`src/logic/tra_regs.svh`:
```
`ifndef TRA_REGS_SVH
`define TRA_REGS_SVH
// ----------------------------------------
// queue depths and per-requestor limits
// ----------------------------------------
`define TRA_URG_LAST 4'h5
`define TRA_HIGH_LAST 4'hC
`define TRA_LOW_LAST 4'hA
`define TRA_URG_DEPTH 5'h06
`define TRA_HIGH_DEPTH 5'h0D
`define TRA_LOW_DEPTH 5'h0B
`define TRA_LIM_CACHE_URG 4'h6
`define TRA_LIM_QUICK_HIGH 4'h3
`define TRA_LIM_QUICK_LOW 4'h3
`define TRA_LIM_CHAN_HIGH 4'h8
`define TRA_LIM_CHAN_LOW 4'h8
`define TRA_LIM_HOST_HIGH 4'h2
// ----------------------------------------
// port command buffers and timing
// ----------------------------------------
`define TRA_L2_RD_BUFS 4'h8
`define TRA_L2_RD_WORDS 8'h02
`define TRA_EXT_WR_BUFS 2'h2
`define TRA_EXT_WR_WORDS 8'h10
`define TRA_SUB_DELAY 2'h2
`define TRA_LVL_URG 2'h0
`define TRA_LVL_HIGH 2'h1
`endif

```
`src/logic/tra_pkg.sv`:
```
package tra_pkg;
  typedef enum logic [1:0] {TRA_SUB_IDLE = 2'b01, TRA_SUB_WAIT = 2'b10} tra_sub_st_t;
  typedef struct packed {logic [1:0] lvl; logic [7:0] words;} tra_xfer_req_packet_t;
  typedef struct packed {logic [1:0] node; logic [7:0] words;} tra_qent_t;
  typedef struct packed {logic vld; logic [1:0] node; logic [7:0] rd_left; logic [7:0] acc;} tra_act_t;
  typedef struct packed {logic vld; logic [1:0] lvl;} tra_rcmd_t;
  typedef struct packed {logic vld; logic [1:0] lvl; logic [4:0] words;} tra_wcmd_t;
  typedef struct packed {
    tra_sub_st_t sub;
    logic [1:0] sub_cnt;
    logic [1:0] sub_lvl;
    tra_qent_t sub_ent;
    logic [1:0] rr;
    logic [3:0][3:0] age;
    logic [3:0] ack;
    logic [3:0] stall;
    logic [3:0][2:0][3:0] outst;
    logic [3:0] evt_pend;
    tra_qent_t [2:0][15:0] q;
    logic [2:0][3:0] qwp;
    logic [2:0][3:0] qrp;
    logic [2:0][4:0] qcnt;
    tra_act_t [2:0] act;
    logic [7:0][1:0] rq;
    logic [2:0] rwp;
    logic [2:0] rrp;
    logic [3:0] rcnt;
    logic [1:0][6:0] wq;
    logic wwp;
    logic wrp;
    logic [1:0] wcnt;
    tra_rcmd_t l2_out;
    tra_wcmd_t ext_out;
    logic [2:0] busy;
  } tra_state_t;
endpackage

```
`src/logic/tra_arbiter.sv`:
```
`timescale 1ns/1ns
// Functional notes
// [RULE1] stalled requestor forwards nothing until cleared
// [RULE2] unstalled requests forwarded in arrival order
// [RULE3] simultaneous arrivals round-robin, two cycles each
// [RULE4] each priority queue is strict fifo
// [RULE5] free active set takes its queue head
// [RULE6] up to three transfers active at once
// [RULE7] shared port goes to higher priority transfer
// [RULE8] urgent beats high beats low
// [RULE9] port busy only while moving data
// [RULE10] keep issuing while command buffers have room
// [RULE11] second-level port: eight two-word read buffers
// [RULE12] external port: two sixteen-word write buffers
// [RULE13] external write starts once one buffer full
// [RULE14] new higher transfer wins from first cycle
// [RULE15] ports run buffered commands in arrival order
// [RULE16] second-level port may switch, external keeps draining
// [RULE17] queue depths six, thirteen, eleven; per-requestor limits
// [RULE18] over-limit requestor stalls until one activates
// [RULE19] channel events latched during stall, repeats merge
// [RULE20] round-robin pointer moves past granted node
`include "tra_regs.svh"
module tra_arbiter import tra_pkg::*; (
  input wire logic mclk,
  input wire logic rst_b,
  input wire logic cache_req_vld,
  input wire tra_xfer_req_packet_t cache_req,
  input wire logic quick_req_vld,
  input wire tra_xfer_req_packet_t quick_req,
  input wire logic host_req_vld,
  input wire tra_xfer_req_packet_t host_req,
  input wire logic [3:0] chan_evt,
  input wire logic [7:0] chan_evt_lvl,
  input wire logic [7:0] chan_words,
  output logic [3:0] req_ack,
  output logic [3:0] req_stall,
  output tra_rcmd_t l2_cmd,
  input wire logic l2_cmd_done,
  output tra_wcmd_t ext_cmd,
  input wire logic ext_cmd_ready,
  output logic [2:0] xfer_active
);
  // ----------------------------------------
  // decode helpers
  // ----------------------------------------
  function automatic logic [3:0] lim(input logic [1:0] n, input logic [1:0] l);
    case ({n, l})
      4'h0: lim = `TRA_LIM_CACHE_URG;
      4'h5: lim = `TRA_LIM_QUICK_HIGH;
      4'h6: lim = `TRA_LIM_QUICK_LOW;
      4'h9: lim = `TRA_LIM_CHAN_HIGH;
      4'hA: lim = `TRA_LIM_CHAN_LOW;
      4'hD: lim = `TRA_LIM_HOST_HIGH;
      default: lim = 4'h0;
    endcase
  endfunction

  function automatic logic [3:0] nxt(input logic [3:0] p, input logic [1:0] l);
    logic [3:0] last;
    last = (l == 2'h0) ? `TRA_URG_LAST : (l == 2'h1) ? `TRA_HIGH_LAST : `TRA_LOW_LAST;
    nxt = (p == last) ? 4'h0 : p + 4'h1; // [RULE17]
  endfunction

  tra_state_t s_q;
  tra_state_t d;
  tra_qent_t e;
  logic [3:0] v;
  logic [3:0] elig;
  logic [3:0] stall_n;
  logic [3:0][1:0] lvln;
  logic [3:0] evt_clr;
  logic [1:0] cidx;
  logic [1:0] pick;
  logic [1:0] n;
  logic found;
  logic done_r;
  logic done_w;
  logic [7:0] wn;

  // ----------------------------------------
  // next state
  // ----------------------------------------
  always_comb begin
    d = s_q;
    d.ack = 4'h0;
    e = '0;
    evt_clr = 4'h0;
    done_r = 1'b0;
    done_w = 1'b0;
    wn = 8'h00;
    found = 1'b0;
    pick = 2'h0;
    n = 2'h0;
    // port drains; the port decides when it is actually moving data
    if (l2_cmd_done && s_q.rcnt != 4'h0) begin // [RULE9]
      d.rrp = s_q.rrp + 3'h1; // [RULE15]
      d.rcnt = d.rcnt - 4'h1;
    end
    if (s_q.ext_out.vld && ext_cmd_ready) begin // [RULE15]
      d.wrp = ~s_q.wrp;
      d.wcnt = d.wcnt - 2'h1;
    end
    // active sets retire, or load their queue head
    for (int l = 0; l < 3; l++) begin // [RULE6]
      if (s_q.act[l].vld && s_q.act[l].rd_left == 8'h00 && s_q.act[l].acc == 8'h00) begin
        d.act[l].vld = 1'b0;
      end else if (!s_q.act[l].vld && s_q.qcnt[l] != 5'h00) begin // [RULE5]
        e = s_q.q[l][s_q.qrp[l]];
        d.act[l] = '{vld: 1'b1, node: e.node, rd_left: e.words, acc: 8'h00};
        d.qrp[l] = nxt(s_q.qrp[l], 2'(l)); // [RULE4]
        d.qcnt[l] = d.qcnt[l] - 5'h01;
        d.outst[e.node][l] = d.outst[e.node][l] - 4'h1; // [RULE18]
      end
    end
    // read commands: lowest level number wins the second-level port
    for (int l = 0; l < 3; l++) begin // [RULE7] [RULE8] [RULE14]
      if (!done_r && s_q.act[l].vld && s_q.act[l].rd_left != 8'h00 && s_q.rcnt < `TRA_L2_RD_BUFS) begin // [RULE10]
        done_r = 1'b1;
        wn = (s_q.act[l].rd_left < `TRA_L2_RD_WORDS) ? s_q.act[l].rd_left : `TRA_L2_RD_WORDS; // [RULE11]
        d.act[l].rd_left = s_q.act[l].rd_left - wn; // [RULE16]
        d.act[l].acc = s_q.act[l].acc + wn;
        d.rq[s_q.rwp] = 2'(l);
        d.rwp = s_q.rwp + 3'h1;
        d.rcnt = d.rcnt + 4'h1;
      end
    end
    // write commands: a full sixteen-word buffer goes out, tail when reads are done
    for (int l = 0; l < 3; l++) begin // [RULE7] [RULE8]
      if (!done_w && s_q.act[l].vld && s_q.wcnt < `TRA_EXT_WR_BUFS &&
          (s_q.act[l].acc >= `TRA_EXT_WR_WORDS ||
           (s_q.act[l].rd_left == 8'h00 && s_q.act[l].acc != 8'h00))) begin // [RULE13]
        done_w = 1'b1;
        wn = (s_q.act[l].acc < `TRA_EXT_WR_WORDS) ? s_q.act[l].acc : `TRA_EXT_WR_WORDS; // [RULE12]
        d.act[l].acc = d.act[l].acc - wn;
        d.wq[s_q.wwp] = {2'(l), wn[4:0]};
        d.wwp = ~s_q.wwp;
        d.wcnt = d.wcnt + 2'h1;
      end
    end
    // requestor nodes: cache, quick, channel, host
    cidx = 2'h3;
    for (int i = 3; i >= 0; i--) begin
      if (s_q.evt_pend[i]) begin
        cidx = 2'(i);
      end
    end
    v = {host_req_vld, s_q.evt_pend != 4'h0, quick_req_vld, cache_req_vld};
    lvln[0] = `TRA_LVL_URG;
    lvln[1] = quick_req.lvl;
    lvln[2] = chan_evt_lvl[{cidx, 1'b0} +: 2];
    lvln[3] = `TRA_LVL_HIGH;
    for (int i = 0; i < 4; i++) begin
      stall_n[i] = v[i] && (lvln[i] > 2'h2 || s_q.outst[i][lvln[i]] >= lim(2'(i), lvln[i])); // [RULE18]
      elig[i] = v[i] && !stall_n[i] && !s_q.ack[i]; // [RULE1]
    end
    d.stall = stall_n;
    // oldest waiting node first, ties broken from the round-robin pointer
    for (int k = 0; k < 4; k++) begin // [RULE2] [RULE3]
      n = s_q.rr + 2'(k);
      if (elig[n] && (!found || s_q.age[n] > s_q.age[pick])) begin
        found = 1'b1;
        pick = n;
      end
    end
    unique case (s_q.sub)
      TRA_SUB_IDLE: begin
        if (found) begin
          d.sub = TRA_SUB_WAIT;
          d.sub_cnt = `TRA_SUB_DELAY - 2'h1; // [RULE3]
          d.sub_lvl = lvln[pick];
          d.sub_ent.node = pick;
          d.sub_ent.words = (pick == 2'h0) ? cache_req.words : (pick == 2'h1) ? quick_req.words :
                            (pick == 2'h2) ? chan_words : host_req.words;
          d.ack[pick] = 1'b1;
          d.rr = pick + 2'h1; // [RULE20]
          d.outst[pick][lvln[pick]] = d.outst[pick][lvln[pick]] + 4'h1;
          if (pick == 2'h2) begin
            evt_clr[cidx] = 1'b1;
          end
        end
      end
      TRA_SUB_WAIT: begin
        if (s_q.sub_cnt == 2'h1) begin
          d.q[s_q.sub_lvl][s_q.qwp[s_q.sub_lvl]] = s_q.sub_ent; // [RULE4]
          d.qwp[s_q.sub_lvl] = nxt(s_q.qwp[s_q.sub_lvl], s_q.sub_lvl);
          d.qcnt[s_q.sub_lvl] = d.qcnt[s_q.sub_lvl] + 5'h01;
          d.sub = TRA_SUB_IDLE;
        end else begin
          d.sub_cnt = s_q.sub_cnt - 2'h1;
        end
      end
    endcase
    for (int i = 0; i < 4; i++) begin
      if (!v[i] || d.ack[i]) begin
        d.age[i] = 4'h0;
      end else if (s_q.age[i] != 4'hF) begin
        d.age[i] = s_q.age[i] + 4'h1;
      end
    end
    // a repeat of a pending event merges; a new event beats its own clear
    d.evt_pend = (s_q.evt_pend & ~evt_clr) | chan_evt; // [RULE19]
    d.l2_out = '{vld: d.rcnt != 4'h0, lvl: d.rq[d.rrp]};
    d.ext_out = {d.wcnt != 2'h0, d.wq[d.wrp]};
    d.busy = {d.act[2].vld, d.act[1].vld, d.act[0].vld};
  end

  // ----------------------------------------
  // state register
  // ----------------------------------------
  always_ff @(posedge mclk or negedge rst_b) begin
    if (!rst_b) begin
      s_q <= '0;
      s_q.sub <= TRA_SUB_IDLE;
    end else begin
      s_q <= d;
    end
  end

  assign req_ack = s_q.ack;
  assign req_stall = s_q.stall;
  assign l2_cmd = s_q.l2_out;
  assign ext_cmd = s_q.ext_out;
  assign xfer_active = s_q.busy;
endmodule

```
`config.mk`:
```
export PLATFORM = sky130hd
export DESIGN_NAME = tra_arbiter
export DESIGN_NICKNAME = d
export VERILOG_FILES = /design/src/logic/tra_pkg.sv /design/src/logic/tra_arbiter.sv
export VERILOG_INCLUDE_DIRS = /design/src /design/src/logic
export SDC_FILE = /design/constraint.sdc
export NUM_CORES = 1
export LEC_CHECK = 0
export ABC_AREA = 1
export BUFFER_PORTS_ARGS = -buffer_cell sky130_fd_sc_hd__buf_4
export CAP_MARGIN = 10
export CORE_MARGIN = 5
export CORE_UTILIZATION = 65
export CTS_BUF_LIST = sky130_fd_sc_hd__clkbuf_2
export DETAILED_ROUTE_END_ITERATION = 10
export GPL_TIMING_DRIVEN = 0
export HOLD_SLACK_MARGIN = 0.06
export PLACE_DENSITY = 0.82
export SLEW_MARGIN = 20
export SYNTH_ARGS = -nofsm -noshare
export SYNTH_HDL_FRONTEND = slang
export SYNTH_SLANG_ARGS = --single-unit
export TNS_END_PERCENT = 1
```
`constraint.sdc`:
```
create_clock -name mclk -period 11.2 [get_ports mclk]
set_input_delay 0.56 -clock mclk [delete_from_list [all_inputs] [get_ports mclk]]
set_output_delay 0.56 -clock mclk [all_outputs]
set_load 0.01 [all_outputs]
```
==> run metrics <==
sequential area share after synthesis=between 40% and 50%; Pleak=about 20 nW; HPWL after DPL=83.15 mm; post-synth top area cell=dfrtp_1; setup TNS=0 ns; CP endpoint kind=flop; die area=63220 um^2; clock-pin slew on the worst setup and hold paths=0.11 ns; Primary FF master, synth=dfrtp_1; Port Buf Inserts=74; clock sink total=719; max cap viols=0; largest net degree at the start of global routing=102; max_slew headroom=33.54%; synth unique cells=73; die height=251.4 um; Post-synth EDFFs=0; H-tree levels=4; Final period util=94.13%; PD cells=336.5 nW/um^2; CTS Buf Count=179; DRT Pass-1 Iters=6; DRC viols=0; Final Net Count=~5300; Via density=approximately 6; status=finished, final reports clean; Crit path top cell by count=nand2_1; slowest CP cell=dlygate4sd3_1; Final Max Slew Viols=0; Fin Hold WS=0.1633 ns; share of layout cells above drive strength 1=9.553%; final hold vios=0; Synth Register Bits=719; synth-to-layout area growth=10.32%; ranking of synthesized cells by area=dfrtp_1 (47%), o21ai_0 (12%), nand2_1 (12%); CP Data Arrival Time=11.77 ns; core area=57700 um^2; register area=17990 um^2; Min-Delay Path Class=in2reg; CP max stage delay=between 0.7 and 0.8 ns; CTS tree=yes; Row Count=88; Crit Path Max Fanout=11; clk root buf=clkbuf_2; Longest Clk Path Bufs=3; DR WL/cell=roughly 20 um; Worst-Skew Late Latency=1.43 ns; IO Count=between 70 and 80; chip width=251.4 um; first-pass GRT wire length=approximately 190 mm; maximum vdd drop=0.0004685 V; Async SR Flop Fraction=100.0%; GP Congestion=~0.99; startpoint types=flop; Multi-input gate area=roughly 17000 um^2; most frequent cells after synthesis=nand2_1 (1178), o21ai_0 (938), dfrtp_1 (718), nor2_1 (406), inv_1 (345); initial antenna violation count=4; final setup fails=0; global route overflow=0; Syn Inst Count=4783; Synth Warn #=0; Initial Util=65.67%; WS Path Type=reg2reg; DRT antenna net count=0; drt total wl=118.3 mm; Final min period=10.54 ns; RSZ-0062 raised after global routing=yes; Clock Skews=~0.11 ns; Worst-Margin Slew=0.9969 ns; vias in the first global route=roughly 35000; top cell type's share of synthesized area=47.42%; Synth Cell Area=37890 um^2; cell with the most instances after synthesis=nand2_1; vias after detailed routing=36418; fillers=4736; Tot GR Track Use=37.05%; Iter 0 DRT Violations=4270; Post-Syn Area per Cell=7.922 um^2; Critical Path RT=around 12 ns; FMAX=0.09485 GHz
==> registers in the layout, indices dropped and copies added, names as in the netlist <==
signal	cells
req_stall	4
req_ack	4
l2_cmd	3
ext_cmd	8
xfer_active	2
s_q	698
==> critical path: cells and delay by family (launching register included) <==
family	cells	cell delay (ns)
flops	1	0.45
simple gates	34	3.59
fa+ha+maj	5	1.23
mux	1	0.30
compound gates	15	1.81
buf+inv	13	3.00
==> layout by cell type (no fill, tap or decap), types with 17 or more instances in the layout <==
cell type	n
clkinv_1	54
nand2_2	22
a31oi_1	19
nor3_1	26
buf_4	97
dfrtp_1	718
a22oi_1	45
o221ai_1	17
nand3_2	19
o21ai_0	938
nand4_1	23
o211ai_1	41
inv_1	345
o2111ai_1	22
xor2_1	44
inv_2	17
nand3_1	157
clkbuf_1	234
a21oi_1	107
o21ai_1	17
ha_1	91
o22ai_1	45
conb_1	24
nand2_1	1178
buf_2	17
xnor2_1	22
clkbuf_2	250
a221oi_1	26
nor2_1	406
dlygate4sd3_1	48
==> kinds of logic (layout without fill, tap and decap cells) <==
family,count (synthesis),count (layout),synth area share (%)
simple gates,1895,1895,20.84
compound gates,1327,1327,19.39
flops,719,719,47.49
buf+inv,662,1112,7.004
fa+ha+maj,97,97,3.322
xor+xnor,67,67,1.568
mux,14,14,0.3731
other cells,2,25,0.01982
==> final timing paths <==
path / from / end / slack (ns) / depth (start not counted)
hold / removal: host_req_vld / s_q[709]$_DFFE_PN0P_ / 0.16 / 4
min in group asynchronous: rst_b / s_q[222]$_DFFE_PN0P_ / 0.32 / 4
setup / recovery: s_q[634]$_DFF_PN0_ / s_q[713]$_DFFE_PN0P_ / 0.66 / 68
max in group asynchronous: rst_b / s_q[592]$_DFFE_PN0P_ / 9.55 / 6
setup reg to reg: s_q[634]$_DFF_PN0_ / s_q[713]$_DFFE_PN0P_ / 0.66 / 68
hold reg to reg: s_q[520]$_DFFE_PN0P_ / s_q[520]$_DFFE_PN0P_ / 0.49 / 2
==> layer usage <==
layer	global-route usage (%)	vias up	share of wire, %
met2	58.59	2171	46
li1	-	16675	-
met4	21.53	6	6.1
met5	0	-	0.029
met3	8.618	480	10
met1	47.26	17086	38
==> final cells by class <==
cell class | count | share of cell area, %
tap | 765 | 2.290
antenna | 1 | 0.005986
clock buffer | 248 | 2.969
inverter | 364 | 3.280
multi-input combinational | 3424 | 41.45
clock inverter | 72 | 0.8620
sequential | 719 | 43.04
buffer | 298 | 3.077
timing repair buffer | 130 | 3.023
==> power breakdown <==
| group | leakage, nW | internal, mW | switching, mW |
|---|---|---|---|
| combinational | 8.76 | 2.79 | 5.89 |
| clock | 1.20 | 0.653 | 1.11 |
| sequential | 9.60 | 3.21 | 0.408 |
| total | 19.6 | 6.65 | 7.42 |
==> metrics by stage <==
step	cells	util [%]	power, mW	area, um^2	setup WS [ns]
2_1_floorplan	4805	-	9.392	37970	3.322
3_3_place_gp	5644	68.44	11.73	39490	1.334
3_5_place_dp	5651	68.79	11.90	39690	1.267
4_1_cts	6020	72.44	13.82	41800	0.4244
5_1_grt	6021	72.45	15.08	41800	-0.003630
6_report	6021	72.45	14.07	41800	0.6575
==> what timing repair did <==
action | CTS | global route
endpoints found under the hold margin | 598 | 0
endpoints found under the setup margin | 0 | 30
hold buffers | 49 | 0
setup buffers | 0 | 0
gates resized for setup | 0 | 7
Power figures use the tool's default switching activity.
